[src/source_select_pkg.sv]
// shared constants for the drive command source selector
package source_select_pkg;
	// register byte offsets
	localparam logic [7:0] CTRL_OFFSET = 8'h00;
	localparam logic [7:0] AUTO_OFFSET = 8'h04;
	localparam logic [7:0] SERIAL_OFFSET = 8'h08;
	localparam logic [7:0] STATUS_OFFSET = 8'h0C;
	localparam logic [7:0] REF_OFFSET = 8'h10;
	// control and auto register fields
	localparam int RUN_SRC_POS = 0;
	localparam int FREQ_SRC_POS = 4;
	localparam int AUTO_EN_POS = 8;
	localparam int IN8_FUNC_POS = 16;
	localparam int AUTO_RUN_POS = 16;
	// reset values
	localparam logic RUN_SRC_RESET = 1'b0;
	localparam logic [3:0] FREQ_SRC_RESET = 4'h1;
	localparam logic [4:0] IN8_FUNC_RESET = 5'h00;
	// function code of input eight that opens the serial link
	localparam logic [4:0] IN8_FUNC_SERIAL = 5'h0F;
	// run command sources
	localparam logic RUN_SRC_PANEL = 1'b0;
	localparam logic RUN_SRC_TERMINAL = 1'b1;
	// frequency sources
	typedef enum logic [3:0] {
		FSRC_KEYS = 4'h0,
		FSRC_POT = 4'h1,
		FSRC_AIN1 = 4'h2,
		FSRC_AIN2 = 4'h3,
		FSRC_SUM = 4'h4,
		FSRC_MAX = 4'h5,
		FSRC_MIN = 4'h6,
		FSRC_PID = 4'h7,
		FSRC_UPDOWN = 4'h8
	} freq_src_type;
	localparam logic [3:0] FREQ_SRC_LAST = 4'h8;
	// reference step timing while a key or terminal is held
	localparam int CLK_PERIOD_NS = 25;
	localparam int STEP_TIME_NS = 100000;
	localparam int STEP_CYC = STEP_TIME_NS / CLK_PERIOD_NS;
	localparam logic [11:0] STEP_CYC_LAST = 12'(STEP_CYC - 1);
	localparam int PIN_COUNT = 8;
endpackage

[src/pin_sync.sv]
// two-flop synchronisers for the terminal and key pins
`timescale 1ns/10ps
module pin_sync import source_select_pkg::*; (
	input wire logic pclk,
	input wire logic presetn,
	input wire logic [PIN_COUNT-1:0] pin_in,
	output logic [PIN_COUNT-1:0] pin_sync_out
);
	logic [PIN_COUNT-1:0] meta_r;
	logic [PIN_COUNT-1:0] sync_r;
	genvar i;
	generate
		for (i = 0; i < PIN_COUNT; i++) begin : g_bit
			always_ff @(posedge pclk or negedge presetn) begin
				if (!presetn) begin
					meta_r[i] <= 1'b0;
					sync_r[i] <= 1'b0;
				end else begin
					meta_r[i] <= pin_in[i];
					sync_r[i] <= meta_r[i];
				end
			end
		end
	endgenerate
	assign pin_sync_out = sync_r;
endmodule

[src/ref_stepper.sv]
// up/down reference counter stepped at a fixed rate while held
`timescale 1ns/10ps
module ref_stepper import source_select_pkg::*; (
	input wire logic pclk,
	input wire logic presetn,
	input wire logic enable,
	input wire logic up,
	input wire logic down,
	output logic [11:0] value
);
	logic [11:0] value_r;
	logic [11:0] value_nxt;
	logic [11:0] tick_r;
	logic [11:0] tick_nxt;
	always_comb begin
		value_nxt = value_r;
		tick_nxt = 12'h000;
		// up and down together cancel, so the count stays put
		if (enable && (up ^ down)) begin
			if (tick_r == STEP_CYC_LAST) begin
				tick_nxt = 12'h000;
				if (up && value_r != 12'hFFF) begin
					value_nxt = value_r + 12'h001;
				end else if (down && value_r != 12'h000) begin
					value_nxt = value_r - 12'h001;
				end
			end else begin
				tick_nxt = tick_r + 12'h001;
			end
		end
	end
	always_ff @(posedge pclk or negedge presetn) begin
		if (!presetn) begin
			value_r <= 12'h000;
			tick_r <= 12'h000;
		end else begin
			value_r <= value_nxt;
			tick_r <= tick_nxt;
		end
	end
	assign value = value_r;
endmodule

[src/source_selector.sv]
// run command and frequency reference source selector with APB registers
`timescale 1ns/10ps
////////////////////////////////////////////////////////////////////////////////
// How it works
// RULE1: run source 0 runs on panel forward key or serial link; resets to 0.
// RULE2: run source 1 runs while forward terminal is on, stops when off.
// RULE3: frequency source 0 lets panel keys change reference while running.
// RULE4: frequency source 1 takes reference from the panel potentiometer.
// RULE5: frequency source 2 takes reference from analog input one.
// RULE6: frequency source 3 takes reference from analog input two.
// RULE7: frequency source 4 adds both analog inputs sampled together.
// RULE8: frequency source 5 takes the larger analog input.
// RULE9: frequency source 6 takes the smaller analog input.
// RULE10: frequency source 7 takes reference from the PID loop output.
// RULE11: frequency source 8 steps reference by up/down terminals.
// RULE12: auto operation overrides both source selectors.
// RULE13: serial link enabled only with input eight code 15 and tied low.
// RULE14: keep acceleration and deceleration below 2.0 s when PID used.
// RULE15: out-of-range selector writes are ignored; previous source stays.
module source_selector import source_select_pkg::*; (
	input wire logic pclk,
	input wire logic presetn,
	input wire logic psel,
	input wire logic penable,
	input wire logic pwrite,
	input wire logic [7:0] paddr,
	input wire logic [31:0] pwdata,
	output logic [31:0] prdata,
	output logic pready,
	output logic pslverr,
	input wire logic forward_key,
	input wire logic stop_key,
	input wire logic panel_key_up,
	input wire logic panel_key_down,
	input wire logic forward_run_input,
	input wire logic updown_up,
	input wire logic updown_down,
	input wire logic multi_input_eight_n,
	input wire logic [11:0] panel_pot,
	input wire logic [11:0] analog_input_one,
	input wire logic [11:0] analog_input_two,
	input wire logic [11:0] pid_output,
	output logic run_forward,
	output logic [12:0] speed_reference,
	output logic link_enable
);
	logic [PIN_COUNT-1:0] pins_s;
	logic fwd_key_s, stop_key_s, fwd_in_s, in8_low_s;
	logic fwd_key_d_r, stop_key_d_r;
	logic fwd_key_d_nxt, stop_key_d_nxt;
	logic [11:0] keys_value, updown_value;
	logic run_src_r, run_src_nxt;
	freq_src_type freq_src_r, freq_src_nxt;
	logic auto_en_r, auto_en_nxt;
	logic [4:0] in8_func_r, in8_func_nxt;
	logic [12:0] auto_ref_r, auto_ref_nxt;
	logic auto_run_r, auto_run_nxt;
	logic serial_run_r, serial_run_nxt;
	logic run_r, run_nxt;
	logic [12:0] ref_r, ref_nxt;
	logic link_r, link_nxt;
	logic pready_r, pready_nxt;
	logic pslverr_r, pslverr_nxt;
	logic [31:0] prdata_r, prdata_nxt;
	logic wr_en, serial_wr;
	logic [12:0] ain1_x, ain2_x;

	////////////////////////////////////////////////////////////////////////////////
	pin_sync u_sync (
		.pclk(pclk),
		.presetn(presetn),
		.pin_in({multi_input_eight_n, updown_down, updown_up, forward_run_input,
			panel_key_down, panel_key_up, stop_key, forward_key}),
		.pin_sync_out(pins_s)
	);
	assign fwd_key_s = pins_s[0];
	assign stop_key_s = pins_s[1];
	assign fwd_in_s = pins_s[4];
	// reads as tied for two cycles after reset; harmless, the function code resets to 0
	assign in8_low_s = ~pins_s[7];

	// panel keys only move the reference while the drive runs
	ref_stepper u_keys (
		.pclk(pclk),
		.presetn(presetn),
		.enable(run_r && !auto_en_r && freq_src_r == FSRC_KEYS), // see RULE3
		.up(pins_s[2]),
		.down(pins_s[3]),
		.value(keys_value)
	);
	ref_stepper u_updown (
		.pclk(pclk),
		.presetn(presetn),
		.enable(!auto_en_r && freq_src_r == FSRC_UPDOWN), // see RULE11
		.up(pins_s[5]),
		.down(pins_s[6]),
		.value(updown_value)
	);

	////////////////////////////////////////////////////////////////////////////////
	// bus: zero wait states, answer registered in the setup cycle
	assign wr_en = psel && penable && pready_r && pwrite;
	assign serial_wr = wr_en && paddr == SERIAL_OFFSET && link_r;

	always_comb begin
		pready_nxt = psel && !penable;
		pslverr_nxt = 1'b0;
		prdata_nxt = 32'h0000_0000;
		if (psel && !penable) begin
			case (paddr)
				CTRL_OFFSET: prdata_nxt = {11'h000, in8_func_r, 7'h00, auto_en_r,
					freq_src_r, 3'h0, run_src_r};
				AUTO_OFFSET: prdata_nxt = {15'h0000, auto_run_r, 3'h0, auto_ref_r};
				SERIAL_OFFSET: prdata_nxt = {31'h0000_0000, serial_run_r};
				STATUS_OFFSET: prdata_nxt = {29'h0000_0000, auto_en_r, link_r, run_r};
				REF_OFFSET: prdata_nxt = {19'h0_0000, ref_r};
				default: pslverr_nxt = 1'b1;
			endcase
		end
	end

	always_comb begin
		run_src_nxt = run_src_r;
		freq_src_nxt = freq_src_r;
		auto_en_nxt = auto_en_r;
		in8_func_nxt = in8_func_r;
		auto_ref_nxt = auto_ref_r;
		auto_run_nxt = auto_run_r;
		serial_run_nxt = serial_run_r;
		if (wr_en && paddr == CTRL_OFFSET) begin
			run_src_nxt = pwdata[RUN_SRC_POS];
			// an unknown frequency code leaves the current source in charge
			if (pwdata[FREQ_SRC_POS+3:FREQ_SRC_POS] <= FREQ_SRC_LAST) begin // see RULE15
				freq_src_nxt = freq_src_type'(pwdata[FREQ_SRC_POS+3:FREQ_SRC_POS]);
			end
			auto_en_nxt = pwdata[AUTO_EN_POS];
			in8_func_nxt = pwdata[IN8_FUNC_POS+4:IN8_FUNC_POS];
		end
		if (wr_en && paddr == AUTO_OFFSET) begin
			auto_ref_nxt = pwdata[12:0];
			auto_run_nxt = pwdata[AUTO_RUN_POS];
		end
		// serial writes are dropped while the link is closed
		if (serial_wr) begin // see RULE13
			serial_run_nxt = pwdata[0];
		end
	end

	always_ff @(posedge pclk or negedge presetn) begin
		if (!presetn) begin
			pready_r <= 1'b0;
			pslverr_r <= 1'b0;
			prdata_r <= 32'h0000_0000;
			run_src_r <= RUN_SRC_RESET; // see RULE1
			freq_src_r <= freq_src_type'(FREQ_SRC_RESET);
			auto_en_r <= 1'b0;
			in8_func_r <= IN8_FUNC_RESET;
			auto_ref_r <= 13'h0000;
			auto_run_r <= 1'b0;
			serial_run_r <= 1'b0;
		end else begin
			pready_r <= pready_nxt;
			pslverr_r <= pslverr_nxt;
			prdata_r <= prdata_nxt;
			run_src_r <= run_src_nxt;
			freq_src_r <= freq_src_nxt;
			auto_en_r <= auto_en_nxt;
			in8_func_r <= in8_func_nxt;
			auto_ref_r <= auto_ref_nxt;
			auto_run_r <= auto_run_nxt;
			serial_run_r <= serial_run_nxt;
		end
	end

	////////////////////////////////////////////////////////////////////////////////
	// run command
	always_comb begin
		fwd_key_d_nxt = fwd_key_s;
		stop_key_d_nxt = stop_key_s;
		link_nxt = in8_func_r == IN8_FUNC_SERIAL && in8_low_s; // see RULE13
		run_nxt = run_r;
		if (auto_en_r) begin
			run_nxt = auto_run_r; // see RULE12
		end else if (run_src_r == RUN_SRC_TERMINAL) begin
			run_nxt = fwd_in_s; // see RULE2
		end else begin
			// a stop press beats a simultaneous forward press
			if (stop_key_s && !stop_key_d_r) begin
				run_nxt = 1'b0;
			end else if (fwd_key_s && !fwd_key_d_r) begin
				run_nxt = 1'b1; // see RULE1
			end else if (serial_wr) begin
				run_nxt = pwdata[0]; // see RULE1
			end
		end
	end

	// frequency reference
	assign ain1_x = {1'b0, analog_input_one};
	assign ain2_x = {1'b0, analog_input_two};
	always_comb begin
		ref_nxt = ref_r;
		if (auto_en_r) begin
			ref_nxt = auto_ref_r; // see RULE12
		end else begin
			case (freq_src_r)
				FSRC_KEYS: ref_nxt = {1'b0, keys_value}; // see RULE3
				FSRC_POT: ref_nxt = {1'b0, panel_pot}; // see RULE4
				FSRC_AIN1: ref_nxt = ain1_x; // see RULE5
				FSRC_AIN2: ref_nxt = ain2_x; // see RULE6
				FSRC_SUM: ref_nxt = ain1_x + ain2_x; // see RULE7
				FSRC_MAX: ref_nxt = (ain1_x > ain2_x) ? ain1_x : ain2_x; // see RULE8
				FSRC_MIN: ref_nxt = (ain1_x < ain2_x) ? ain1_x : ain2_x; // see RULE9
				FSRC_PID: ref_nxt = {1'b0, pid_output}; // see RULE10
				FSRC_UPDOWN: ref_nxt = {1'b0, updown_value}; // see RULE11
				default: ref_nxt = ref_r; // see RULE15
			endcase
		end
	end

	always_ff @(posedge pclk or negedge presetn) begin
		if (!presetn) begin
			fwd_key_d_r <= 1'b0;
			stop_key_d_r <= 1'b0;
			link_r <= 1'b0;
			run_r <= 1'b0;
			ref_r <= 13'h0000;
		end else begin
			fwd_key_d_r <= fwd_key_d_nxt;
			stop_key_d_r <= stop_key_d_nxt;
			link_r <= link_nxt;
			run_r <= run_nxt;
			ref_r <= ref_nxt;
		end
	end

	assign prdata = prdata_r;
	assign pready = pready_r;
	assign pslverr = pslverr_r;
	assign run_forward = run_r;
	assign speed_reference = ref_r;
	assign link_enable = link_r;
endmodule

[config.mk]
export PLATFORM = sky130hd
export DESIGN_NAME = source_selector
export DESIGN_NICKNAME = d
export VERILOG_FILES = /design/src/source_select_pkg.sv /design/src/pin_sync.sv /design/src/ref_stepper.sv /design/src/source_selector.sv
export SDC_FILE = /design/constraint.sdc
export NUM_CORES = 1
export LEC_CHECK = 0
export BUFFER_PORTS_ARGS = -buffer_cell sky130_fd_sc_hd__buf_2
export CORE_UTILIZATION = 45
export DETAILED_ROUTE_END_ITERATION = 6
export PLACE_DENSITY = 0.7
export SETUP_SLACK_MARGIN = 0.5
export SLEW_MARGIN = 20
export SYNTH_ARGS = -nofsm -noshare
export SYNTH_HDL_FRONTEND = slang
export SYNTH_SLANG_ARGS = --single-unit
[constraint.sdc]
create_clock -name pclk -period 3.5 [get_ports pclk]
set_input_delay 1.05 -clock pclk [delete_from_list [all_inputs] [get_ports pclk]]
set_output_delay 1.05 -clock pclk [all_outputs]
set_load 0.1 [all_outputs]
==> results.md <==
- Status: finished clean
- Post-cts hold buffer count: 0
- Root Driver: clkbuf_16
- Crit path kind: input pin to flip-flop
- DP Wirelength: around 16000 um
- Slew Viols, Final: 0
- Post-Place Cells: 1185
- # diodes: 0
- Critical path fanouts, max: 3
- CTS tree: done
- Commonest non-fill, non-tap cell in the layout: dfrtp_1
- Maximum operating frequency: 333 MHz
- PD cells: 381 nW/um^2
- Clock Skews: between 0.01 and 0.015 ns
- Initial antenna violation count: 0
- RSZ-0062 raised after global routing: false
- Syn_area_per_cell: 9.54 sq um
- Drc violations: 0
- Arrival @ worst endpoint: 3.30 ns
- Largest net degree at the start of global routing: 51
- Synth warnings: 0
- Crit path buf inv count: 4
- Logic pwr share: 0.134
- Clk_lat worst skew: 0.42 ns
- Commonest non-fill, non-tap cells in the layout: 117 x dfrtp_1, 111 x buf_2, 81 x nor2_1
- CP Cell Sequence: buf_4, ha_4, inv_1, or4_4, o211ai_1, and2_4, o211ai_1, buf_4, a221oi_4, buf_4, nor2_1
- Top delay family on crit path: simple AND/OR/NAND/NOR gates
- CP Depth: 11
- Synthesis-stage register bit count: around 130
- Gr usage total: 0.246
- Sw frac: 0.277
- Slowest stage cell, crit path: or4_4
- Synth unique cells: 66
- Final setup viols: 0
- CP endpoint kind: flip-flop
- Clock power frac: 0.471
- Drt pass-1 iters: 6
- Die W: 134 um
- Grt total ovfl: 0
- Post-Route WL: 21500 um
- Seq/Total Area, Yosys: 0.406
- Worst stage delay on the critical path: 0.56 ns
- Share of cells above drive strength 1: 0.311
- Drt wl/cell: ~18 um
- Die Y: between 100 and 150 um
- Tmin final: between 3 and 4 ns
- Startpoint types: input pin
- Hold Vio Cnt, Final: 0
- Filler cells: around 1500
- Sequential Area: roughly 3200 sq um
- Number of max-cap violations: 0
- Worst min path class: flip-flop to flip-flop
- Tightest Pin Transition: 0.859 ns
- Rows: 47
- Worst IR drop on VDD: 0.000395 V
- Starting Density: 0.466
- Post-synth top flop: dfrtp_1
- Gpl congestion: 0.953
- Int Pwr: roughly 2.7 mW
- CTS Buffer Depth: 2
- Relative slew slack: 0.420
- Crit path top cell by count: buf_4
- Remaining antenna violation count after routing: 0
- Setup total negative slack: 0 ns
- P_sw: 1.06 mW
- Required @ worst endpoint: 3.80 ns
- Core ar.: 16800 sq um
- First-pass GRT wire length: 34400 um
- Final cell count without fillers: 1229
- CTS HTree Levels: 4
- Port buffer count: roughly 120
- Nets: 1146
- Number of enable flip-flop cells after synthesis: 0
- Number of global-route vias before repair: 6627
- P&R area growth vs syn: 27.6%
- P_leak: 4.73 nW
- Multi-input logic area: 4620 sq um
- Ports: 150
- Seq pwr share: 0.394
- Hold Crit Depth: 0
- R2R cell count: 10
- DRT iter0 DRCs: 519
- Synth Instances: 821
- DIE AREA: 17900 sq um
- Synthesized area: 7830 sq um
- Via Count: ~7000
- Num CTS Buffers: 17
- Worst-path clk slew: 0.06 ns
- Async SR Flop Fraction: 1.00
- # clock sinks: 127
- Fin crit share: 0.859
- Worst R2R Setup Slack: 0.63 ns
- Via density: 5.71
[sequential cells by signal, summed over array words and instances, names as in the netlist, 4 cells and up]
signal               flops
u_sync.meta_r            8
auto_ref_r              13
freq_src_r               4
u_keys.tick_r           12
speed_reference         13
u_keys.value            12
u_updown.value          12
u_sync.pin_sync_out      8
u_updown.tick_r         12
in8_func_r               5
prdata                  18
[power groups by stage]
stage | clock [mW] | combinational [mW] | sequential, mW
floorplan | 0 | 0.269 | 1.55
global placement | 0 | 0.466 | 1.53
detailed placement | 0 | 0.471 | 1.53
CTS | 1.82 | 0.475 | 1.50
global route | 1.88 | 0.554 | 1.50
finish | 1.79 | 0.511 | 1.50
[kinds of logic (layout without fill, tap and decap cells)]
group,count (synthesis),after routing,share of synthesized area
other cells,1,14,0.000479
mux,50,50,0.0708
compound gates,206,206,0.172
flops,127,127,0.406
buf+inv,81,256,0.0471
xor+xnor,55,55,0.0615
simple gates,252,252,0.161
fa+ha+maj,49,49,0.0811
[synthesized netlist by cell type, drive strengths merged, types with 3 or more instances]
master | instances | area share
a211oi | 9 | 0.0093
a21o | 9 | 0.0086
a21oi | 55 | 0.035
a221oi | 9 | 0.010
a222oi | 4 | 0.0051
a22oi | 19 | 0.018
a31oi | 7 | 0.0056
and2 | 7 | 0.0056
and3 | 10 | 0.0080
buf | 19 | 0.017
clkbuf | 25 | 0.012
dfrtp | 126 | 0.40
fa | 3 | 0.0077
ha | 46 | 0.073
inv | 37 | 0.018
mux2 | 40 | 0.058
mux2i | 10 | 0.013
nand2 | 44 | 0.021
nand2b | 10 | 0.0080
nand3 | 26 | 0.017
nand4 | 16 | 0.013
nor2 | 84 | 0.040
nor2b | 5 | 0.0040
nor3 | 15 | 0.0096
nor4 | 11 | 0.0088
o211ai | 4 | 0.0038
o21a | 6 | 0.0057
o21ai | 43 | 0.027
o21bai | 7 | 0.0067
o221ai | 3 | 0.0034
o22a | 3 | 0.0034
o22ai | 9 | 0.0072
o32a | 3 | 0.0038
or2 | 3 | 0.0027
or3 | 5 | 0.0046
or4 | 6 | 0.0062
xnor2 | 34 | 0.038
xor2 | 21 | 0.023
[cell type report]
class,count,area share
inverters,37,0.0141
clock inverters,15,0.0174
flip-flops and latches,127,0.319
multi-input cells,626,0.463
clock buffers,17,0.0426
repair buffers,187,0.116
well taps,220,0.0275
[per-stage QoR]
step | area (sq um) | utilization | total power [mW] | hold slack (ns) | setup WS [ns]
4_1_cts | 9680 | 0.575 | 3.79 | 0.349 | 0.503
3_3_place_gp | 9050 | 0.538 | 1.99 | 0.332 | 0.0813
2_1_floorplan | 8000 | - | 1.82 | 0.331 | 0.298
3_5_place_dp | 9050 | 0.538 | 2.00 | 0.335 | 0.0711
5_1_grt | 9990 | 0.594 | 3.94 | 0.359 | 0.491
6_report | 9990 | 0.594 | 3.80 | 0.348 | 0.493
[worst reg2reg max path: stages, from the launching register on]
cell and delay (ns):
dfrtp_1 0.47, nand4_1 0.18, o31ai_4 0.33, ha_1 0.29, a211oi_1 0.27, o21bai_1 0.14
o41a_1 0.37, a21o_1 0.20, a21oi_1 0.17, xnor2_1 0.09, mux2_2 0.26
[metal layers]
metal / up-vias / global-route usage / part of all wire
met1: 3370 / 0.334 / 0.44
met3: 27 / 0.0510 / 0.072
met4: 0 / 0.0789 / 0.016
li1: 3325 / - / -
met5: - / 0 / 0
met2: 294 / 0.392 / 0.47
[worst paths after layout]
path	start	endpoint
min reg2reg	u_sync.meta_r[0]	u_sync.pin_sync_out[0]
max reg2reg	u_updown.value[4]	u_updown.value[9]
max in group asynchronous	presetn	freq_src_r[0]
min	u_sync.meta_r[0]	u_sync.pin_sync_out[0]
max	analog_input_one[6]	speed_reference[1]
min in group asynchronous	presetn	prdata[20]
[what timing repair did]
item / CTS / global route
cloned: 0 / 0
endpoints found under the setup margin: 3 / 14
pin swaps: 2 / 13
resized for setup: 0 / 57
buffers inserted: 4 / 8
Note: power is estimated with default switching activity, not from simulation.
